[src/vrm_consts.vh]
// Constants for the vector relocation and processor mode status block.
// Assumes inclusion by bare name from the design files of this block.
`ifndef VRM_CONSTS_VH
`define VRM_CONSTS_VH

// Register offsets on the plain register port.
`define VRM_ADDR_W 8
`define VRM_OFS_PROCESSOR_MODE_STATUS 8'h00
`define VRM_OFS_STATUS 8'h01

// Field positions in the processor mode status register.
`define VRM_PTR_HI 15
`define VRM_PTR_LO 7
`define VRM_BIT_ROM 6
`define VRM_BIT_RAM_OVERLAY 5
`define VRM_BIT_ADDRESS_VISIBILITY 4
`define VRM_BIT_UMAP 3
`define VRM_BIT_CKOFF 2
`define VRM_BIT_SATURATE_MULTIPLY 1
`define VRM_BIT_SST 0

// Reset values.
`define VRM_PTR_RST 9'h1ff
`define VRM_LOW_RST 6'h00

// Vector address layout.
`define VRM_VEC_RESET 5'h00

// Memory map boundaries.
`define VRM_PAGE0_TOP 16'h007f
`define VRM_LOWRAM_TOP 16'h7fff
`define VRM_ROM_BASE 16'hc000

// Saturation limits.
`define VRM_FRAC_OVF 32'h40000000
`define VRM_MUL_MAX 32'h7fffffff
`define VRM_ST_MAX 16'h7fff
`define VRM_ST_MIN 16'h8000

// Clock output divider default.
`define VRM_CLK_DIV 4

`endif

[src/vrm_clkdiv.v]
// One-cycle enable pulse every DIV clocks for the clock output pin.
// Assumes a single clock and a synchronous active-high reset.
module vrm_clkdiv #(
    parameter DIV = 4,
    parameter CW = 8
) (
    // Clock and reset
    input wire clk_i,
    input wire rst_i,
    // Enable pulse
    output reg tick_o
);
    reg [CW-1:0] cnt_q;

    always @(posedge clk_i) begin
        if (rst_i) begin
            cnt_q <= {CW{1'b0}};
            tick_o <= 1'b0;
        end else if (cnt_q == DIV[CW-1:0] - 1'b1) begin
            cnt_q <= {CW{1'b0}};
            tick_o <= 1'b1;
        end else begin
            cnt_q <= cnt_q + 1'b1;
            tick_o <= 1'b0;
        end
    end
endmodule // vrm_clkdiv

[src/vrm_map.v]
// Combinational decode of program and data addresses to on-chip memories.
// Assumes the mode bits come from the mode status register of the top.
`include "vrm_consts.vh"
module vrm_map (
    // Mode bits
    input wire rom_disable_mode_i,
    input wire ram_overlay_i,
    input wire upper_ram_data_map_i,
    // Addresses
    input wire [15:0] prog_addr_i,
    input wire [15:0] data_addr_i,
    // Selects
    output reg prog_rom_sel_o,
    output reg prog_ram_sel_o,
    output reg data_ram_sel_o,
    output reg [2:0] data_ram_blk_o,
    output reg prog_ext_o
);
    always @* begin
        prog_rom_sel_o = 1'b0;
        prog_ram_sel_o = 1'b0;
        data_ram_sel_o = 1'b0;
        data_ram_blk_o = data_addr_i[15:13];
        // On-chip ROM only while the disable bit is clear.
        if (!rom_disable_mode_i && prog_addr_i >= `VRM_ROM_BASE) begin
            prog_rom_sel_o = 1'b1;
        end
        // Overlay puts the lower blocks in program space, page 0 excluded.
        if (ram_overlay_i && prog_addr_i > `VRM_PAGE0_TOP &&
                prog_addr_i <= `VRM_LOWRAM_TOP) begin
            prog_ram_sel_o = 1'b1;
        end
        // Lower blocks always live in data space above page 0.
        if (data_addr_i > `VRM_PAGE0_TOP &&
                data_addr_i <= `VRM_LOWRAM_TOP) begin
            data_ram_sel_o = 1'b1;
        end
        // Upper blocks, one per 8K range, only when mapped.
        if (upper_ram_data_map_i && data_addr_i > `VRM_LOWRAM_TOP) begin
            data_ram_sel_o = 1'b1;
        end
        prog_ext_o = !prog_rom_sel_o && !prog_ram_sel_o;
    end
endmodule // vrm_map

[src/vrm_top.v]
// Processor mode status register with vector table relocation logic.
// Assumes a single 100 MHz clock, synchronous active-high reset, and a
// plain register port whose read data appears one cycle after the strobe.
//
// Implementation choices: the strobed register port and the address map.
`include "vrm_consts.vh"
module vrm_top #(
    parameter CLK_DIV = `VRM_CLK_DIV
) (
    // Clock and reset
    input wire clk_i,
    input wire rst_i,
    // Register port
    input wire [`VRM_ADDR_W-1:0] reg_addr_i,
    input wire [15:0] reg_wdata_i,
    input wire reg_we_i,
    input wire reg_re_i,
    output reg [15:0] reg_rdata_o,
    // Mode pin and core controls
    input wire rom_disable_mode_pin_i,
    input wire soft_reset_i,
    input wire overflow_mode_i,
    input wire fractional_mode_i,
    // Vector fetch request
    input wire vec_req_i,
    input wire [4:0] vec_num_i,
    output reg vec_load_o,
    output reg [15:0] vec_addr_o,
    // Address visibility
    input wire [15:0] prog_addr_i,
    input wire ext_access_i,
    input wire [15:0] ext_addr_i,
    output reg [15:0] ext_addr_o,
    // Memory selects
    input wire [15:0] data_addr_i,
    output reg prog_rom_sel_o,
    output reg prog_ram_sel_o,
    output reg data_ram_sel_o,
    output reg [2:0] data_ram_blk_o,
    // Clock output pin
    output reg clock_output_pin_o,
    // Saturation datapath
    input wire [31:0] mul_prod_i,
    output reg [31:0] mul_prod_o,
    input wire [39:0] store_shifted_i,
    output reg [15:0] store_data_o,
    // Mode outputs
    output reg [15:0] processor_mode_status_o
);
    // Mode status register fields.
    reg [8:0] vector_page_pointer_q;
    reg rom_disable_mode_q;
    reg ram_overlay_q;
    reg address_visibility_q;
    reg upper_ram_data_map_q;
    reg clock_output_off_q;
    reg saturate_multiply_q;
    reg saturate_store_q;
    wire [15:0] processor_mode_status_w;

    // Pin synchroniser and reset-release detector.
    reg pin_s1_q;
    reg pin_s2_q;
    reg rst_q;
    wire rst_release_w;

    // Decoder and divider wires.
    wire rom_sel_w;
    wire ram_sel_w;
    wire dram_sel_w;
    wire [2:0] dram_blk_w;
    wire prog_ext_w;
    wire clk_tick_w;
    reg clk_phase_q;

    // Saturation helpers.
    wire sat_mul_en_w;
    wire st_pos_ovf_w;
    wire st_neg_ovf_w;

    // Register port decode, the live status word and the fixed reset word.
    wire processor_mode_status_we_w;
    wire [15:0] status_w;
    wire [15:0] processor_mode_status_rst_w;

    // Vector addresses for the reset and for user vectors.
    wire [15:0] vec_reset_w;
    wire [15:0] vec_user_w;

    assign processor_mode_status_w = {vector_page_pointer_q, rom_disable_mode_q,
        ram_overlay_q, address_visibility_q, upper_ram_data_map_q,
        clock_output_off_q, saturate_multiply_q, saturate_store_q};
    assign rst_release_w = rst_q && !rst_i;
    assign processor_mode_status_we_w = reg_we_i && (reg_addr_i == `VRM_OFS_PROCESSOR_MODE_STATUS);
    assign status_w = {11'h000, prog_ext_w, dram_blk_w, clk_phase_q};
    assign processor_mode_status_rst_w = {`VRM_PTR_RST, 1'b0, `VRM_LOW_RST};
    assign vec_reset_w = {`VRM_PTR_RST, `VRM_VEC_RESET, 2'b00};
    assign vec_user_w = {vector_page_pointer_q, vec_num_i,
        2'b00};

    // Two-flop synchroniser on the mode pin.
    always @(posedge clk_i) begin
        pin_s1_q <= rom_disable_mode_pin_i;
        pin_s2_q <= pin_s1_q;
        rst_q <= rst_i;
    end

    // Mode status register with hardware reset, soft reset and writes.
    always @(posedge clk_i) begin
        if (rst_i) begin
            vector_page_pointer_q <= `VRM_PTR_RST;
            rom_disable_mode_q <= 1'b0;
            ram_overlay_q <= 1'b0;
            address_visibility_q <= 1'b0;
            upper_ram_data_map_q <= 1'b0;
            clock_output_off_q <= 1'b0;
            saturate_multiply_q <= 1'b0;
            saturate_store_q <= 1'b0;
        end else if (processor_mode_status_we_w) begin
            vector_page_pointer_q <=
                reg_wdata_i[`VRM_PTR_HI:`VRM_PTR_LO];
            rom_disable_mode_q <= reg_wdata_i[`VRM_BIT_ROM];
            ram_overlay_q <= reg_wdata_i[`VRM_BIT_RAM_OVERLAY];
            address_visibility_q <= reg_wdata_i[`VRM_BIT_ADDRESS_VISIBILITY];
            upper_ram_data_map_q <= reg_wdata_i[`VRM_BIT_UMAP];
            clock_output_off_q <= reg_wdata_i[`VRM_BIT_CKOFF];
            saturate_multiply_q <= reg_wdata_i[`VRM_BIT_SATURATE_MULTIPLY];
            saturate_store_q <= reg_wdata_i[`VRM_BIT_SST];
        end else if (rst_release_w) begin
            // Sample the pin once as reset releases.
            rom_disable_mode_q <= pin_s2_q;
        end else if (soft_reset_i) begin
            // Pointer and ROM disable bit are kept.
            ram_overlay_q <= 1'b0;
            address_visibility_q <= 1'b0;
            upper_ram_data_map_q <= 1'b0;
            clock_output_off_q <= 1'b0;
            saturate_multiply_q <= 1'b0;
            saturate_store_q <= 1'b0;
        end
    end

    // Register read port, data valid the cycle after the strobe.
    always @(posedge clk_i) begin
        if (rst_i) begin
            reg_rdata_o <= 16'h0000;
        end else if (reg_re_i) begin
            case (reg_addr_i)
                `VRM_OFS_PROCESSOR_MODE_STATUS: reg_rdata_o <= processor_mode_status_w;
                `VRM_OFS_STATUS: reg_rdata_o <= status_w;
                default: reg_rdata_o <= 16'h0000;
            endcase
        end else begin
            reg_rdata_o <= 16'h0000;
        end
    end

    // Vector fetch: the pointer is captured when the request is taken.
    always @(posedge clk_i) begin
        if (rst_i) begin
            vec_load_o <= 1'b0;
            vec_addr_o <= 16'h0000;
        end else if (rst_release_w) begin
            // Reset vector fetched from the all-ones page.
            vec_load_o <= 1'b1;
            vec_addr_o <= vec_reset_w;
        end else if (vec_req_i) begin
            vec_load_o <= 1'b1;
            vec_addr_o <= vec_user_w;
        end else begin
            vec_load_o <= 1'b0;
        end
    end

    // External address pins follow the program address only when visible.
    always @(posedge clk_i) begin
        if (rst_i) begin
            ext_addr_o <= 16'h0000;
        end else if (ext_access_i) begin
            ext_addr_o <= ext_addr_i;
        end else if (address_visibility_q) begin
            ext_addr_o <= prog_addr_i;
        end else begin
            ext_addr_o <= ext_addr_o;
        end
    end

    // Address decode of program and data space.
    vrm_map u_map (
        .rom_disable_mode_i(rom_disable_mode_q),
        .ram_overlay_i(ram_overlay_q),
        .upper_ram_data_map_i(upper_ram_data_map_q),
        .prog_addr_i(prog_addr_i),
        .data_addr_i(data_addr_i),
        .prog_rom_sel_o(rom_sel_w),
        .prog_ram_sel_o(ram_sel_w),
        .data_ram_sel_o(dram_sel_w),
        .data_ram_blk_o(dram_blk_w),
        .prog_ext_o(prog_ext_w)
    );

    // Registered memory selects.
    always @(posedge clk_i) begin
        if (rst_i) begin
            prog_rom_sel_o <= 1'b0;
            prog_ram_sel_o <= 1'b0;
            data_ram_sel_o <= 1'b0;
            data_ram_blk_o <= 3'h0;
        end else begin
            prog_rom_sel_o <= rom_sel_w;
            prog_ram_sel_o <= ram_sel_w;
            data_ram_sel_o <= dram_sel_w;
            data_ram_blk_o <= dram_blk_w;
        end
    end

    // Divider for the clock output pin.
    vrm_clkdiv #(
        .DIV(CLK_DIV),
        .CW(8)
    ) u_clkdiv (
        .clk_i(clk_i),
        .rst_i(rst_i),
        .tick_o(clk_tick_w)
    );

    // Phase flips on every divider tick.
    always @(posedge clk_i) begin
        if (rst_i) begin
            clk_phase_q <= 1'b0;
        end else if (clk_tick_w) begin
            clk_phase_q <= !clk_phase_q;
        end
    end

    // Pin follows the phase one cycle later unless held high.
    always @(posedge clk_i) begin
        if (rst_i) begin
            clock_output_pin_o <= 1'b0;
        end else if (clock_output_off_q) begin
            clock_output_pin_o <= 1'b1;
        end else begin
            clock_output_pin_o <= clk_phase_q;
        end
    end

    // Saturation of the product and of the shifted store value.
    assign sat_mul_en_w = saturate_multiply_q && overflow_mode_i &&
        fractional_mode_i;
    assign st_pos_ovf_w = !store_shifted_i[39] &&
        (store_shifted_i[38:15] != 24'h000000);
    assign st_neg_ovf_w = store_shifted_i[39] &&
        (store_shifted_i[38:15] != 24'hffffff);

    always @(posedge clk_i) begin
        if (rst_i) begin
            mul_prod_o <= 32'h00000000;
        end else if (sat_mul_en_w && mul_prod_i == `VRM_FRAC_OVF) begin
            mul_prod_o <= `VRM_MUL_MAX;
        end else begin
            mul_prod_o <= mul_prod_i;
        end
    end

    // Store saturation is applied to the already shifted value.
    always @(posedge clk_i) begin
        if (rst_i) begin
            store_data_o <= 16'h0000;
        end else if (saturate_store_q && st_pos_ovf_w) begin
            store_data_o <= `VRM_ST_MAX;
        end else if (saturate_store_q && st_neg_ovf_w) begin
            store_data_o <= `VRM_ST_MIN;
        end else begin
            store_data_o <= store_shifted_i[15:0];
        end
    end

    // Mode register mirror for the core.
    always @(posedge clk_i) begin
        if (rst_i) begin
            processor_mode_status_o <= processor_mode_status_rst_w;
        end else begin
            processor_mode_status_o <= processor_mode_status_w;
        end
    end
endmodule // vrm_top

[config.mk]
export PLATFORM = sky130hd
export DESIGN_NAME = vrm_top
export DESIGN_NICKNAME = d
export VERILOG_FILES = /design/src/vrm_clkdiv.v /design/src/vrm_map.v /design/src/vrm_top.v
export VERILOG_INCLUDE_DIRS = /design/src /design/src/src
export SDC_FILE = /design/constraint.sdc
export NUM_CORES = 1
export LEC_CHECK = 0
export BUFFER_PORTS_ARGS = -buffer_cell sky130_fd_sc_hd__buf_2
export CORE_MARGIN = 2
export CORE_UTILIZATION = 49
export CTS_CLUSTER_DIAMETER = 40
export DETAILED_ROUTE_END_ITERATION = 8
export PLACE_DENSITY = 0.85
export SLEW_MARGIN = 20
export SYNTH_ARGS = -nofsm -noshare
export SYNTH_HDL_FRONTEND = slang
export SYNTH_SLANG_ARGS = --single-unit
[constraint.sdc]
create_clock -name clk_i -period 4.12 [get_ports clk_i]
set_input_delay 0.206 -clock clk_i [delete_from_list [all_inputs] [get_ports clk_i]]
set_output_delay 0.206 -clock clk_i [all_outputs]
set_load 0.01 [all_outputs]
==> impl_metrics.py, run 1 <==
metrics = {
    "worst_setup_path": {
        "endpoint_kind": "flop",
        "max_stage_delay_ps": 880,
        "cp-start-kind": "input port",
        "critPathKind": "input port to flop",
        "cp.required_ps": 4550,
        "slowest_stage": "or4_1",
        "path_cells": "dlygate4sd3_1, buf_2, nor4_1, nand3_1, or4_1, a21oi_1",
        "crit_arrival_ps": 2800,
        "path_max_fanout": 30,
    },
    "floorplan": {
        "initial_core_util": 0.5020,
        "die_h_um": 109.4,
        "die_w_um": 109.4,
        "core_mm2": 0.01084,
        "io_pins": 279,
        "fp-row-count": 38,
        "die-area_mm2": 0.01196,
    },
    "sta": {
        "fmax_mhz": 422.8,
        "fin_crit_sh": 0.5741,
        "slew_headroom": 0.3274,
        "tns_ps": 0,
        "min_period_ps": 2365,
        "setup_violations": 0,
        "tightest_slew_ps": 1008,
        "finalHoldViolCount": 0,
        "grt_setup_unrepaired": "false",
        "slew_violations": 0,
        "skew_ps": 12.59,
    },
    "yosys": {
        "ys_types": 40,
        "synth.avg_cell_area_um2": 9.161,
        "yosys-top-cells-area": "dfxtp_1 54%, nor2_1 6.8%, a21oi_1 5.1%",
        "yosys.area.top_type_share": 0.5408,
        "syn_area_mm2": 0.005441,
        "ys_ff_latch": 147,
        "yosysWarnings": 0,
        "syn_inst": 594,
        "synth_seq_area_share": 0.5408,
        "yosys.area.top_type": "dfxtp_1",
    },
    "clock_network": {
        "clockRootBuffer": "clkbuf_8",
        "path_clk_slew_ps": 70,
        "post_cts_buffers": 0,
        "cts.htree.levels": 4,
        "cts_sinks": 147,
        "clock_latency_ps": 520,
        "clockBufferDepth": 2,
        "cts_tree": "built",
        "numCtsBuffers": 17,
    },
    "detailed_routing": {
        "routed_wirelength_um": 18190,
        "postRouteAntennaNets": 0,
        "drc_errors": 0,
        "first_pass_iters": 7,
        "dr.first_iter.drc_count": 484,
        "wl_per_cell_um": 16.67,
        "vias": 5692,
        "viasPerCell": 5.217,
    },
    "status": {
        "status": "finished, final reports clean",
    },
    "flow_run": {
        "cap_violations": 0,
    },
    "global_route": {
        "grt_pass1_vias": 5604,
        "grt_pass1_wl_um": 27690,
        "gr-total-overflow": 0,
        "grtUsageTotal": 0.3000,
        "grt_max_degree": 79,
        "antenna_found_initial": 1,
    },
    "layout": {
        "final_common_cell": "buf_2",
        "seq_area_mm2": 0.002943,
        "layout.nets": 1097,
        "fillCellCount": 703,
        "stdcell_count": 1091,
        "area_growth_pct": 52.24,
        "multiInputGateArea_mm2": 0.002195,
        "final_cell_mix": "268 x buf_2, 147 x dfxtp_1, 98 x nor2_1",
        "drive_gt1_frac": 0.3337,
    },
    "place": {
        "placed_cells": 968,
        "dp_hpwl_um": 10360,
        "io_buffers": 269,
        "gp_congestion": 0.8543,
    },
    "min_path": {
        "hold_path.class": "input port to flop",
    },
    "pwr": {
        "powerDensity_mw_per_mm2": 403.0,
        "vdd_drop_max_mv": 0.3281,
        "p_leak_uw": 0.003813,
    },
}
[final timing paths]
check | endpoint | slack [ps] | cells after the start | start
setup / recovery | mul_prod_o[17] | 1750 | 6 | mul_prod_i[22]
hold / removal | ext_addr_o[1] | 50 | 5 | prog_addr_i[1]
setup reg to reg | mul_prod_o[17] | 2200 | 3 | saturate_multiply_q
hold reg to reg | pin_s2_q | 330 | 0 | pin_s1_q
[through the flow]
step                      cell area (um^2)  power, uW  hold slack, ps    util  setup slack [ps]
after floorplan                       5445       1666           233.7       -              2447
after global placement                6819       1813           309.1  0.6290              1848
after detailed placement              6819       1822           310.7  0.6290              1808
after CTS                             8282       3333           30.52  0.7640              1992
after global routing                  8284       3456           43.73  0.7642              1684
final                                 8284       3339           46.04  0.7642              1755
[registers in the layout (all words and copies together) (netlist names), 3 cells and up]
signal	count
mul_prod_o	32
vector_page_pointer_q	9
u_clkdiv.cnt_q	8
reg_rdata_o	16
data_ram_blk_o	3
store_data_o	16
vec_addr_o	14
ext_addr_o	16
processor_mode_status_o	16
[layout make-up]
type	instances	area share
diodes	1	0.0003021
clock buffers	18	0.05045
clock inverters	14	0.01737
inverters	34	0.01541
multi-input cells	374	0.2649
flip-flops and latches	147	0.3552
well taps	140	0.02114
repair buffers	363	0.2752
[cell families after synthesis]
logic type / Yosys count / synth area share
AO/OA/AOI/OAI: 111 / 0.1272
XOR/XNOR: 7 / 0.01127
adder cells (fa/ha/maj): 1 / 0.002299
buffers and inverters: 74 / 0.05656
flip-flops: 147 / 0.5408
multiplexers: 23 / 0.04254
other: 1 / 0.0006892
AND/OR/NAND/NOR: 230 / 0.2187
[synthesized netlist by cell type (all sizes together)]
library cell / instances
dfxtp: 147
nor2: 98
a21oi: 55
inv: 34
clkbuf: 30
nor2b: 28
mux2i: 22
nor4: 19
nand2b: 18
o22ai: 15
o31ai: 15
and2: 11
a211o: 10
buf: 10
a211oi: 9
nand4: 9
or2: 9
nand2: 8
nor3: 8
nand3: 7
nand3b: 7
xor2: 5
a22oi: 4
or4: 3
and3: 2
xnor2: 2
a32oi: 1
and2b: 1
conb: 1
ha: 1
mux2: 1
o21a: 1
o31a: 1
or3: 1
or3b: 1
[what timing repair did]
item | 4_1_cts | 5_1_grt
hold buffers | 90 | 0
endpoints found under the hold margin | 93 | 0
resized for setup | 0 | 0
[routing by layer]
metal / track usage / vias to the layer above / part of all wire
li1: - / 2711 / -
met1: 0.3195 / 2623 / 0.37
met2: 0.5229 / 280 / 0.51
met3: 0.08892 / 78 / 0.079
met4: 0.1772 / 0 / 0.049
met5: 0.004464 / - / 0
[report_power, final]
| part | leakage (uW) | internal [uW] | switching (uW) |
|---|---|---|---|
| clock | 0.000263 | 820 | 641 |
| sequential | 0.00121 | 1480 | 25.9 |
| combinational | 0.00234 | 190 | 185 |
[critical path, delay by kind of cell]
family                 cells  cell delay [ps]
and+or+nand+nor            3             1550
buffers and inverters      2              700
AOI/OAI and AO/OA          1              340
Note: power is estimated with default switching activity, not from simulation.
==> inputs of run 2 (changes only) <==
--- a/config.mk
+++ b/config.mk
@@ -8,10 +8,10 @@
 export LEC_CHECK = 0
 export BUFFER_PORTS_ARGS = -buffer_cell sky130_fd_sc_hd__buf_2
 export CORE_MARGIN = 2
-export CORE_UTILIZATION = 49
+export CORE_UTILIZATION = 41
 export CTS_CLUSTER_DIAMETER = 40
 export DETAILED_ROUTE_END_ITERATION = 8
-export PLACE_DENSITY = 0.85
+export PLACE_DENSITY = 0.76
 export SLEW_MARGIN = 20
 export SYNTH_ARGS = -nofsm -noshare
 export SYNTH_HDL_FRONTEND = slang
==> constraint.sdc (replaced) <==
create_clock -name clk_i -period 1.9 [get_ports clk_i]
set_input_delay 0.095 -clock clk_i [delete_from_list [all_inputs] [get_ports clk_i]]
set_output_delay 0.095 -clock clk_i [all_outputs]
set_load 0.01 [all_outputs]
==> run 2 against run 1 <==
  * Via count fell by 3.8%
  * Critical path depth rose by 1
  * Worst hold slack got worse by 35 ps
  * Final cell count rose by 4.1%
  * Count of clock-buffer cells in the layout rose by 2
  * Die area rose by 19%
  * Sequential share of layout area fell by 1.0 points
  * Wire length fell by 11%
  * Worst setup slack got worse by 1700 ps
  * Sequential cell count did not move
  * Largest power group is now clock
==> impl_metrics.py, run 2 (synthesis gave the netlist of run 1 again) <==
metrics = {
    "floorplan": {
        "fp-row-count": 42,
        "die_w_um": 119.2,
        "io_pins": 279,
        "die_h_um": 119.2,
        "die-area_mm2": 0.01421,
        "initial_core_util": 0.4159,
        "core_mm2": 0.01309,
    },
    "layout": {
        "antenna_cells": 0,
        "layout.nets": 1107,
        "final_common_cell": "buf_2",
        "final_cell_mix": "268 x buf_2, 147 x dfxtp_1, 98 x nor2_1",
        "regMostFlops": "mul_prod_o",
        "area_growth_pct": 56.63,
        "stdcell_area_mm2": 0.008523,
        "stdcell_count": 1136,
        "fillCellCount": 1020,
        "largest_register_ffs": 32,
        "drive_gt1_frac": 0.3396,
    },
    "sta": {
        "whs_ps": 11.46,
        "tightest_slew_ps": 654.9,
        "slew_headroom": 0.5634,
        "fin_crit_sh": 0.9707,
        "finalHoldViolCount": 0,
        "skew_ps": 9.203,
        "min_period_ps": 1844,
        "slew_violations": 0,
        "setup_violations": 0,
        "tns_ps": 0,
        "grt_setup_unrepaired": "false",
        "fmax_mhz": 542.2,
    },
    "flow_run": {
        "cap_violations": 0,
    },
    "min_path": {
        "worstHoldEndpoint": "data_ram_blk_o[0]",
        "hold_start": "data_addr_i[13]",
        "hold_path.class": "input port to flop",
        "hold_depth": 2,
    },
    "clock_network": {
        "cts_tree": "built",
        "numCtsBuffers": 17,
        "cts.htree.levels": 4,
        "clockBufferDepth": 2,
        "path_clk_slew_ps": 60,
        "clock_latency_ps": 410,
        "post_cts_buffers": 0,
        "cts_sinks": 147,
        "clockRootBuffer": "clkbuf_16",
    },
    "worst_setup_path": {
        "r2r_slack_ps": 330,
        "r2r_cells": 4,
        "path_max_fanout": 15,
        "endpoint_kind": "flop",
        "crit_arrival_ps": 2170,
        "r2r_start": "saturate_multiply_q",
        "critPathKind": "input port to flop",
        "cp-start-kind": "input port",
        "r2r-end": "mul_prod_o[14]",
        "cp.required_ps": 2230,
    },
    "detailed_routing": {
        "routed_wirelength_um": 16200,
        "postRouteAntennaNets": 0,
        "drc_errors": 0,
        "vias": 5474,
        "wl_per_cell_um": 14.26,
        "dr.first_iter.drc_count": 335,
        "first_pass_iters": 4,
        "viasPerCell": 4.819,
    },
    "status": {
        "status": "finished, final reports clean",
    },
    "global_route": {
        "gr-total-overflow": 0,
        "antenna_found_initial": 0,
        "grtUsageTotal": 0.2246,
        "grt_max_degree": 139,
        "grt_pass1_wl_um": 25740,
        "grt_pass1_vias": 5461,
    },
    "pwr": {
        "powerDensity_mw_per_mm2": 914.2,
        "p_leak_uw": 0.003924,
        "finalPower_uw": 7792,
        "vdd_drop_max_mv": 0.5032,
    },
    "place": {
        "io_buffers": 269,
        "gp_congestion": 0.7638,
        "placed_cells": 1014,
        "dp_hpwl_um": 10050,
        "dpl_cell_area_mm2": 0.006952,
    },
}
## run 2: final cells by class
cell class	instances	area, um^2	share of cell area
multi-input cells	374	2201	0.2582
well taps	176	220.2	0.02584
clock buffers	20	436.7	0.05123
flip-flops and latches	147	2943	0.3453
clock inverters	12	227.7	0.02672
inverters	34	127.6	0.01497
repair buffers	373	2367	0.2777
## run 2: worst max-delay path by stage
stage	startpoint	endpoint	slack, ps	depth (start not counted)
floorplan	reg_addr_i[7]	rom_disable_mode_q	340	6
detailed placement	reg_addr_i[7]	rom_disable_mode_q	100	7
CTS	mul_prod_i[29]	mul_prod_o[8]	40	7
global placement	reg_addr_i[7]	rom_disable_mode_q	120	7
global route	store_shifted_i[15]	store_data_o[15]	20	6
finish	mul_prod_i[14]	mul_prod_o[14]	60	7
## run 2: critical path, stage by stage
cell and delay, ps:
dlygate4sd3_1 550, buf_2 140, nor4_1 370, nand3_1 170
or4_1 460, buf_4 210, a21oi_1 160
## run 2: through the flow
step | utilization | setup slack, ps
6_report | 0.6514 | 55.67
5_1_grt | 0.6514 | 16.15
4_1_cts | 0.6509 | 36.25
3_5_place_dp | 0.5313 | 101.0
3_3_place_gp | 0.5313 | 120.0
2_1_floorplan | - | 337.8
## run 2: metal layers
layer,share of wire,GRT usage
met4,0.032,0.09970
met2,0.49,0.4005
met1,0.41,0.2530
met3,0.061,0.05460
met5,0,0
## run 2: power by group
| group | internal, uW | switching (uW) | leakage, uW | total, uW |
|---|---|---|---|---|
| combinational | 417 | 383 | 0.00240 | 800 |
| sequential | 3200 | 45.2 | 0.00121 | 3250 |
| clock | 2470 | 1270 | 0.000319 | 3740 |
| total | 6090 | 1700 | 0.00392 | 7790 |
## run 2: repair_timing
item,CTS,global route
hold buffers,90,0
gates resized for setup,0,1
hold endpoints to repair,92,0
setup endpoints to repair,0,30
==> inputs of run 3 (changes only) <==
--- a/config.mk
+++ b/config.mk
@@ -7,11 +7,13 @@
 export NUM_CORES = 1
 export LEC_CHECK = 0
 export BUFFER_PORTS_ARGS = -buffer_cell sky130_fd_sc_hd__buf_2
+export CELL_PAD_IN_SITES_DETAIL_PLACEMENT = 2
+export CELL_PAD_IN_SITES_GLOBAL_PLACEMENT = 2
 export CORE_MARGIN = 2
-export CORE_UTILIZATION = 41
+export CORE_UTILIZATION = 22
 export CTS_CLUSTER_DIAMETER = 40
 export DETAILED_ROUTE_END_ITERATION = 8
-export PLACE_DENSITY = 0.76
+export PLACE_DENSITY_LB_ADDON = 0.1
 export SLEW_MARGIN = 20
 export SYNTH_ARGS = -nofsm -noshare
 export SYNTH_HDL_FRONTEND = slang
==> run 3 against run 2 <==
  * Clock skew shrank 0.56 ps
  * Final area is 2.3% higher
  * Final cell count grew 13%
  * Die area rose by 83%
  * First-iteration DRC count is 53% lower
  * Register-to-register slack about the same
  * Core utilization down 29 points
  * Sequential power hardly changed
  * Critical endpoint is now mul_prod_o[4]
  * Highest routed layer unchanged
==> impl_metrics.py, run 3 (synthesis gave the netlist of run 1 again) <==
metrics = {
    "status": {
        "status": "finished, final reports clean",
    },
    "detailed_routing": {
        "dr.first_iter.drc_count": 156,
        "viasPerCell": 4.359,
        "postRouteAntennaNets": 0,
        "vias": 5606,
        "first_pass_iters": 4,
        "routed_wirelength_um": 21010,
        "drc_errors": 0,
        "wl_per_cell_um": 16.33,
    },
    "global_route": {
        "grt_pass1_vias": 6106,
        "grtUsageTotal": 0.1625,
        "gr-total-overflow": 0,
        "grt_pass1_wl_um": 33110,
        "grt_max_degree": 95,
        "antenna_found_initial": 0,
    },
    "worst_setup_path": {
        "critPathKind": "input port to flop",
        "endpoint_kind": "flop",
        "r2r_start": "saturate_multiply_q",
        "crit_arrival_ps": 2170,
        "cp-startpoint": "mul_prod_i[26]",
        "cp.required_ps": 2250,
        "cp-start-kind": "input port",
        "path_max_fanout": 14,
    },
    "layout": {
        "seq_area_mm2": 0.002943,
        "final_common_cell": "buf_2",
        "largest_register_ffs": 32,
        "multiInputGateArea_mm2": 0.002232,
        "regMostFlops": "mul_prod_o",
        "fillCellCount": 2715,
        "area_growth_pct": 60.29,
        "layout.nets": 1109,
        "final_cell_mix": "268 x buf_2, 147 x dfxtp_1, 98 x nor2_1",
        "stdcell_area_mm2": 0.008722,
        "final_util": 0.3586,
        "drive_gt1_frac": 0.3462,
        "antenna_cells": 0,
    },
    "floorplan": {
        "io_pins": 279,
        "die_w_um": 161.3,
        "core_mm2": 0.02432,
        "die-area_mm2": 0.02601,
        "die_h_um": 161.3,
        "fp-row-count": 57,
        "initial_core_util": 0.2237,
    },
    "sta": {
        "tightest_slew_ps": 612.9,
        "skew_ps": 8.644,
        "fmax_mhz": 551.1,
        "grt_setup_unrepaired": "false",
        "whs_ps": 40.29,
        "setup_violations": 0,
        "tns_ps": 0,
        "fin_crit_sh": 0.9550,
        "min_period_ps": 1815,
        "slew_headroom": 0.5904,
        "finalHoldViolCount": 0,
        "slew_violations": 0,
    },
    "place": {
        "gp_congestion": 0.7692,
        "dp_hpwl_um": 14830,
        "dpl_cell_area_mm2": 0.007188,
        "io_buffers": 269,
    },
    "clock_network": {
        "post_cts_buffers": 0,
        "clockRootBuffer": "clkbuf_16",
        "path_clk_slew_ps": 70,
        "cts_sinks": 147,
        "cts.htree.levels": 4,
        "clockBufferDepth": 2,
        "numCtsBuffers": 17,
        "clock_latency_ps": 420,
        "cts_tree": "built",
    },
    "pwr": {
        "finalPower_uw": 7467,
        "p_leak_uw": 0.003914,
        "vdd_drop_max_mv": 0.4574,
        "powerDensity_mw_per_mm2": 856.1,
    },
    "flow_run": {
        "cap_violations": 0,
    },
    "min_path": {
        "hold_start": "prog_addr_i[3]",
        "hold_path.class": "input port to flop",
    },
}
[run 3: cell count changes in the layout (fill, tap and decap cells not counted), sizes merged]
cell / previous run / this run
bufinv: 6 / 1
clkinv: 4 / 3
clkbuf: 20 / 18
inv: 35 / 43
dlygate4sd3: 90 / 91
buf: 283 / 284
[run 3: final timing paths]
check                       end  slack [ps]  cells after the start
setup / recovery  mul_prod_o[4]          90                      7
hold / removal    ext_addr_o[3]          40                      5
setup reg to reg  mul_prod_o[4]         340                      4
hold reg to reg        pin_s2_q         340                      0
[run 3: timing repair]
action	4_1_cts	5_1_grt
gates resized for setup	0	5
hold endpoints to repair	93	0
hold buffers	91	0
endpoints found under the setup margin	0	30
[run 3: power by group]
group	switching [uW]	internal, uW
sequential	47.3	3200
combinational	411	424
clock	1500	1880
[run 3: critical path: stages]
cell,delay [ps]
dlygate4sd3_1,540
buf_2,150
nor4_4,270
nand4_1,150
or4_4,570
buf_4,210
a21oi_1,170
[run 3: per-layer routing]
metal | share of wire | global-route usage | vias to the layer above
met5 | 0 | 0 | -
met4 | 0.020 | 0.04830 | 0
met3 | 0.041 | 0.04109 | 28
met2 | 0.53 | 0.3055 | 145
met1 | 0.41 | 0.1794 | 2705
li1 | - | - | 2728
[run 3: area by class of cell]
type,count,area share
sequential,147,0.3374
timing repair buffer,375,0.2777
multi-input combinational,374,0.2559
clock buffer,18,0.04920
tap,324,0.04648
clock inverter,14,0.01865
inverter,34,0.01463
[run 3: metrics by stage]
step / instances / worst slack, ps
2_1_floorplan: 595 / 337.8
3_3_place_gp: 1163 / 115.9
3_5_place_dp: 1163 / 59.37
4_1_cts: 1286 / 16.48
5_1_grt: 1286 / 25.96
6_report: 1286 / 85.48
